$ cat config.mk
export PLATFORM = sky130hd
export DESIGN_NAME = tdb_scan_port
export DESIGN_NICKNAME = d
export VERILOG_FILES = /design/src/hw/tdb_pkg.sv /design/src/hw/tdb_edge_if.sv /design/src/hw/tdb_pin_sync.sv /design/src/hw/tdb_scan_port.sv
export SDC_FILE = /design/constraint.sdc
export NUM_CORES = 1
export LEC_CHECK = 0
export ABC_AREA = 1
export BUFFER_PORTS_ARGS = -buffer_cell sky130_fd_sc_hd__buf_2
export CORE_MARGIN = 4
export CORE_UTILIZATION = 48
export CTS_CLUSTER_SIZE = 16
export DETAILED_ROUTE_END_ITERATION = 6
export GPL_TIMING_DRIVEN = 0
export HOLD_SLACK_MARGIN = 0.12
export PLACE_DENSITY = 0.78
export RECOVER_POWER = 25
export SYNTH_ARGS = -nofsm -noshare
export SYNTH_HDL_FRONTEND = slang
export SYNTH_SLANG_ARGS = --single-unit
$ cat constraint.sdc
create_clock -name clock -period 1.2 [get_ports clock]
set_input_delay 0.24 -clock clock [delete_from_list [all_inputs] [get_ports clock]]
set_output_delay 0.24 -clock clock [all_outputs]
set_load 0.02 [all_outputs]
$ cat src/hw/tdb_pkg.sv
// Operation
// - With bypass selected, a zero is loaded into the bypass stage on the rising test clock edge leaving capture-data.
// - On the falling test clock edge after entering shift-data, the serial output leaves high impedance and is driven.
// - The controller sets serial input with the falling edge; one bit is shifted in on each rising edge in shift-data, including the exit edge.
// - On the falling edge while in exit1-data, the serial output returns to high impedance.
// - On the falling edge in update-data, the shifted value is moved into the selected register's output stage.
// - From update-data the controller can walk through select-data and select-instruction scan to reset, where test operation ends.
// - Serial input and mode select are sampled on rising edges, the serial output changes only on falling edges, and the state advances on each rising edge.
package tdb_pkg;

  // port controller states, standard sixteen-state walk
  typedef enum logic [3:0] {
    tdb_reset, tdb_idle, tdb_sel_dr, tdb_cap_dr, tdb_shift_dr, tdb_exit1_dr,
    tdb_pause_dr, tdb_exit2_dr, tdb_upd_dr, tdb_sel_ir, tdb_cap_ir,
    tdb_shift_ir, tdb_exit1_ir, tdb_pause_ir, tdb_exit2_ir, tdb_upd_ir
  } tdb_state_type;

  localparam logic TDB_BYPASS_CAPTURE = 1'h0;  // value captured into bypass
  localparam logic TDB_RESET_BIT      = 1'h0;  // reset value of one-bit stages
  localparam logic TDB_OE_IDLE        = 1'h1;  // output enable at rest: pin floats
  localparam logic TDB_DONE_RESET     = 1'h1;  // done flag out of reset: port sits in reset
  localparam int   TDB_SYNC_STAGES    = 2;     // pin synchroniser depth

endpackage : tdb_pkg

$ cat src/hw/tdb_edge_if.sv
`timescale 1ns/10ps
// synchronised pin levels and test clock edge strobes
interface tdb_edge_if;
  logic tck_rise;
  logic tck_fall;
  logic tms;
  logic tdi;
  modport src (output tck_rise, output tck_fall, output tms, output tdi);
  modport dst (input tck_rise, input tck_fall, input tms, input tdi);
endinterface : tdb_edge_if

$ cat src/hw/tdb_pin_sync.sv
`timescale 1ns/10ps
module tdb_pin_sync
  import tdb_pkg::*;
(
  // clock and reset
  input  wire logic clock,
  input  wire logic rst,
  // raw pins
  input  wire logic tck,
  input  wire logic tms,
  input  wire logic tdi,
  // synchronised view
  tdb_edge_if.src   edge_out
);
  logic [TDB_SYNC_STAGES-1:0] sync_tck;
  logic [TDB_SYNC_STAGES-1:0] sync_tms;
  logic [TDB_SYNC_STAGES-1:0] sync_tdi;
  logic                       tck_last;
  logic [TDB_SYNC_STAGES-1:0] next_sync_tck;
  logic [TDB_SYNC_STAGES-1:0] next_sync_tms;
  logic [TDB_SYNC_STAGES-1:0] next_sync_tdi;
  logic                       next_tck_last;

  // two flops per pin; only the second stage and tck_last feed any logic
  always_comb begin
    next_sync_tck = {sync_tck[0], tck};
    next_sync_tms = {sync_tms[0], tms};
    next_sync_tdi = {sync_tdi[0], tdi};
    next_tck_last = sync_tck[1];
  end

  always_ff @(posedge clock) begin
    if (rst) begin
      sync_tck <= '0;
      sync_tms <= '0;
      sync_tdi <= '0;
      tck_last <= TDB_RESET_BIT;
    end else begin
      sync_tck <= next_sync_tck;
      sync_tms <= next_sync_tms;
      sync_tdi <= next_sync_tdi;
      tck_last <= next_tck_last;
    end
  end

  // edge strobes: one clock wide, taken from the synchronised level
  assign edge_out.tck_rise = sync_tck[1] & ~tck_last;
  assign edge_out.tck_fall = ~sync_tck[1] & tck_last;
  assign edge_out.tms      = sync_tms[1];
  assign edge_out.tdi      = sync_tdi[1];
endmodule : tdb_pin_sync

$ cat src/hw/tdb_scan_port.sv
`timescale 1ns/10ps
module tdb_scan_port
  import tdb_pkg::*;
(
  // clock and reset
  input  wire logic               clock,
  input  wire logic               rst,
  // test access pins
  input  wire logic               tck,
  input  wire logic               tms,
  input  wire logic               tdi,
  output logic                    tdo_out,
  output logic                    tdo_oe_n,
  // status
  output tdb_pkg::tdb_state_type  tap_state,
  output logic                    bypass_update,
  output logic                    test_done
);
  import tdb_pkg::*;

  tdb_edge_if edges ();

  tdb_pin_sync u_sync (
    .clock    (clock),
    .rst      (rst),
    .tck      (tck),
    .tms      (tms),
    .tdi      (tdi),
    .edge_out (edges)
  );

  tdb_state_type state;
  tdb_state_type next_state;
  logic          bypass_bit;
  logic          next_bypass_bit;
  logic          next_tdo_out;
  logic          next_tdo_oe_n;
  logic          next_bypass_update;
  logic          next_test_done;

  // state walk on each rising test clock edge, steered by mode select
  always_comb begin
    next_state = state;
    if (edges.tck_rise) begin
      case (state)
        tdb_reset:    next_state = edges.tms ? tdb_reset    : tdb_idle;
        tdb_idle:     next_state = edges.tms ? tdb_sel_dr   : tdb_idle;
        tdb_sel_dr:   next_state = edges.tms ? tdb_sel_ir   : tdb_cap_dr;
        tdb_cap_dr:   next_state = edges.tms ? tdb_exit1_dr : tdb_shift_dr;
        tdb_shift_dr: next_state = edges.tms ? tdb_exit1_dr : tdb_shift_dr;
        tdb_exit1_dr: next_state = edges.tms ? tdb_upd_dr   : tdb_pause_dr;
        tdb_pause_dr: next_state = edges.tms ? tdb_exit2_dr : tdb_pause_dr;
        tdb_exit2_dr: next_state = edges.tms ? tdb_upd_dr   : tdb_shift_dr;
        tdb_upd_dr:   next_state = edges.tms ? tdb_sel_dr   : tdb_idle;
        tdb_sel_ir:   next_state = edges.tms ? tdb_reset    : tdb_cap_ir;
        tdb_cap_ir:   next_state = edges.tms ? tdb_exit1_ir : tdb_shift_ir;
        tdb_shift_ir: next_state = edges.tms ? tdb_exit1_ir : tdb_shift_ir;
        tdb_exit1_ir: next_state = edges.tms ? tdb_upd_ir   : tdb_pause_ir;
        tdb_pause_ir: next_state = edges.tms ? tdb_exit2_ir : tdb_pause_ir;
        tdb_exit2_ir: next_state = edges.tms ? tdb_upd_ir   : tdb_shift_ir;
        tdb_upd_ir:   next_state = edges.tms ? tdb_sel_dr   : tdb_idle;
        default:      next_state = tdb_reset;
      endcase
    end
  end

  // bypass stage: capture zero, then one bit per rising edge while shifting
  always_comb begin
    next_bypass_bit = bypass_bit;
    if (edges.tck_rise) begin
      if (state == tdb_cap_dr)
        next_bypass_bit = TDB_BYPASS_CAPTURE;
      else if (state == tdb_shift_dr)
        next_bypass_bit = edges.tdi;
    end
  end

  // serial output changes only on falling edges; the data lags one half
  // cycle behind the stage so the controller samples a settled value
  always_comb begin
    next_tdo_out       = tdo_out;
    next_tdo_oe_n      = tdo_oe_n;
    next_bypass_update = bypass_update;
    if (edges.tck_fall) begin
      if (state == tdb_shift_dr || state == tdb_shift_ir) begin
        next_tdo_oe_n = 1'h0;
        next_tdo_out  = bypass_bit;
      end else begin
        next_tdo_oe_n = 1'h1;
      end
      if (state == tdb_upd_dr)
        next_bypass_update = bypass_bit;
    end
  end

  // test operation over once the walk lands back in reset
  always_comb begin
    next_test_done = (next_state == tdb_reset);
  end

  always_ff @(posedge clock) begin
    if (rst) begin
      state         <= tdb_reset;
      bypass_bit    <= TDB_RESET_BIT;
      tdo_out       <= TDB_RESET_BIT;
      tdo_oe_n      <= TDB_OE_IDLE;
      bypass_update <= TDB_RESET_BIT;
      test_done     <= TDB_DONE_RESET;
      tap_state     <= tdb_reset;
    end else begin
      state         <= next_state;
      bypass_bit    <= next_bypass_bit;
      tdo_out       <= next_tdo_out;
      tdo_oe_n      <= next_tdo_oe_n;
      bypass_update <= next_bypass_update;
      test_done     <= next_test_done;
      tap_state     <= next_state;
    end
  end
endmodule : tdb_scan_port

==> key figures <==
Run status
  • Status: finished, violations left
  • Violated checks: setup timing

Floorplan
  • Row count: 14
  • Die W: 49.82 um
  • Starting Density: 0.5325
  • Top-Level Pins: 13
  • Core area: 1577 sq um
  • Chip Height: about 50 um
  • DIE AREA: approximately 2500 sq um

Pwr
  • Leak: approximately 0.00056 uW
  • Power Density: ~900 nW/um^2
  • Max VDD drop: between 0.0009 and 0.001 V
  • Overall Power: 981.1 uW

STA
  • Setup slack after layout: -125.4 ps
  • Final period utilization: 1.104
  • Count of final setup violators: 4
  • RSZ-0062 raised after global routing: yes
  • Final Hold Vio Count: 0
  • Worst-margin pin slew: between 300 and 400 ps
  • Fmax: ~0.75 GHz
  • Worst clock skew: about 6.6 ps
  • Max Slew Vio Count: 0
  • Slew HR: 0.7371
  • Crit path time final: 1325 ps

Place
  • Dpl cell area: 944.7 sq um
  • I/O Buffers: 12
  • Routability Congestion: 0.9426
  • Placed Cells: around 170
  • Pre-CTS setup slack: -298.7 ps
  • Detailed placer's ending HPWL: around 1.5 mm

Finish
  • Multi-input logic area: 521.8 sq um
  • Nets: 163
  • Non-filler cells, final: 173
  • Layout cells sized above 1: 0.3376
  • Layout Utilization: 0.6992
  • Filler cell count: between 100 and 150
  • # diodes: 0
  • Area growth syn-to-layout: 31.30%
  • Final Instance Area: between 1000 and 1500 sq um
  • Sequential Area: 335.3 sq um

Clock network
  • Clock root cell: clkbuf_4
  • CTS max path bufs: 2
  • Worst skew pair latency: 290 ps
  • CTS clk-pin slew, worst paths: around 90 ps
  • CTS buffer count: 3
  • Clock sink count: 16
  • CTS tree: done
  • CTS H-tree depth: 1

Synth
  • Synth top area share: 0.3815
  • Synth top area cells: dfxtp_1, nand2_1, nor2_1
  • Syn Std Cell Area: around 840 sq um
  • Distinct cells, synth: 15
  • Synth Warn #: 0
  • FF+latch count, synth: 16
  • Area leader, netlist: dfxtp_1
  • Post-synthesis sequential area ratio: 0.3815
  • Avg Inst Size Synth: about 6.1 sq um
  • Mapped Nets: between 100 and 150
  • Post-Synthesis Cells: 138

Global routing
  • First-pass GRT wire length: between 3 and 4 mm
  • Grt total ovfl: 0
  • Largest net degree at the start of global routing: 11
  • Number of global-route vias before repair: 754
  • Initial antenna violation count: 0
  • GRT Util Overall: 0.1744

Routing
  • 1st-pass router iterations: 4
  • DR iter-0 viols: 32
  • Post-route ant nets: 0
  • Total wire length: slightly above 2 mm
  • Routed vias: approximately 880
  • DRC Markers: 0
  • Wire length per cell: ~12 um
  • Vias per cell: roughly 5

Worst setup path
  • CP max stage delay: around 390 ps
  • CP Cell Sequence: buf_12 > nor2_4 > nand2_2 > o21ai_2 > nand2_1 > nand3_2 > nand2_1 > nand2_1 > nor2_1 > nand2_1 > nand2_1
  • Slowest-stage cell, CP: dfxtp_4
  • Cell mode on critical path: nand2_1
  • Worst setup path class: reg2reg
  • Crit path required time: around 1400 ps
  • WP data arrival: about 1500 ps
  • CP Capture Type: flop
  • Crit path launch type: flop
  • Critical-path maximum fanout: 6

Worst hold path
  • Hold Crit Class: in2reg

Flow run
  • # Max-Cap Violations: 0
-- synth_stat cells --
cell type	number
clkbuf_1	1
nand3_1	9
nand2_1	44
o21ai_0	6
a21oi_1	11
nand3_2	1
inv_2	1
dfxtp_1	16
nor2_1	22
o21a_1	1
nor2_2	3
a21oi_2	1
nand2_2	2
inv_1	19
nor3_1	1
-- worst max-delay path: cells and delay by family (launching register included) --
family | cells | cell delay (ps)
AO/OA/AOI/OAI | 1 | 70
buffers and inverters | 1 | 130
flip-flops | 1 | 390
AND/OR/NAND/NOR | 9 | 650
-- layout make-up --
type	instances	share of cell area
multi-input cells	101	0.4733
clock buffers	4	0.03292
well taps	16	0.01816
inverters	20	0.06810
flip-flops and latches	16	0.3042
plain buffers	1	0.003405
repair buffers	15	0.09989
-- metal layers --
layer / GRT usage / vias up / share of wire / wire [um]
met5: 0 / - / 0 / 0
met4: 0.08295 / 0 / 0.021 / 42
met3: 0.03313 / 6 / 0.043 / 89
met2: 0.2819 / 25 / 0.47 / 967
met1: 0.2210 / 389 / 0.46 / 946
li1: - / 463 / - / -
-- timing repair --
item / in CTS / in global routing
setup endpoints to repair: 8 / 9
buffers inserted: 1 / 2
gates resized for setup: 17 / 15
pin swaps: 6 / 2
hold endpoints to repair: 0 / 0
hold buffers: 0 / 0
-- sequential cells by signal, summed over array words and instances (netlist names) --
register         count
state                4
u_sync.sync_tck      2
u_sync.sync_tdi      2
u_sync.sync_tms      2
bypass_bit           1
bypass_update        1
tdo_oe_n             1
tdo_out              1
test_done            1
u_sync.tck_last      1
-- logic make-up after synthesis --
group / after synthesis / share of synthesized area
flops: 16 / 0.3815
compound gates: 19 / 0.1207
simple gates: 82 / 0.4039
buf+inv: 21 / 0.09388
-- final timing paths --
kind	depth (start not counted)	from	to	slack, ps
max	11	state[0]	test_done	-130
min	3	tck	u_sync.sync_tck[0]	150
max reg2reg	11	state[0]	test_done	-130
min reg2reg	2	u_sync.sync_tdi[0]	u_sync.sync_tdi[1]	400
-- where the power goes --
group          internal (uW)  switching (uW)
combinational           32.0            49.2
sequential               537            11.3
clock                    185             167
total                    754             228
-- cells in the final DEF (no fill, tap or decap), types with 2 or more instances in the layout --
cell type  instances
inv_2              6
o21ai_0            3
dfxtp_4            4
nor2_2             3
o21ai_2            2
buf_4              3
nand3_1            7
inv_1             14
dfxtp_1           12
a21oi_1           10
nor2_4             5
nor2_1            17
buf_2              9
buf_6              2
nand2_2            8
nand3_2            3
clkbuf_4           3
a21oi_2            2
nand2_1           37
-- through the flow --
stage,TNS [ps],hold WS (ps)
finish,-176.6,151.1
global route,-731.0,152.1
CTS,-109.4,150.4
detailed placement,-869.7,398.8
global placement,-633.1,391.2
floorplan,0,299.4
Note: power is estimated with default switching activity, not from simulation.
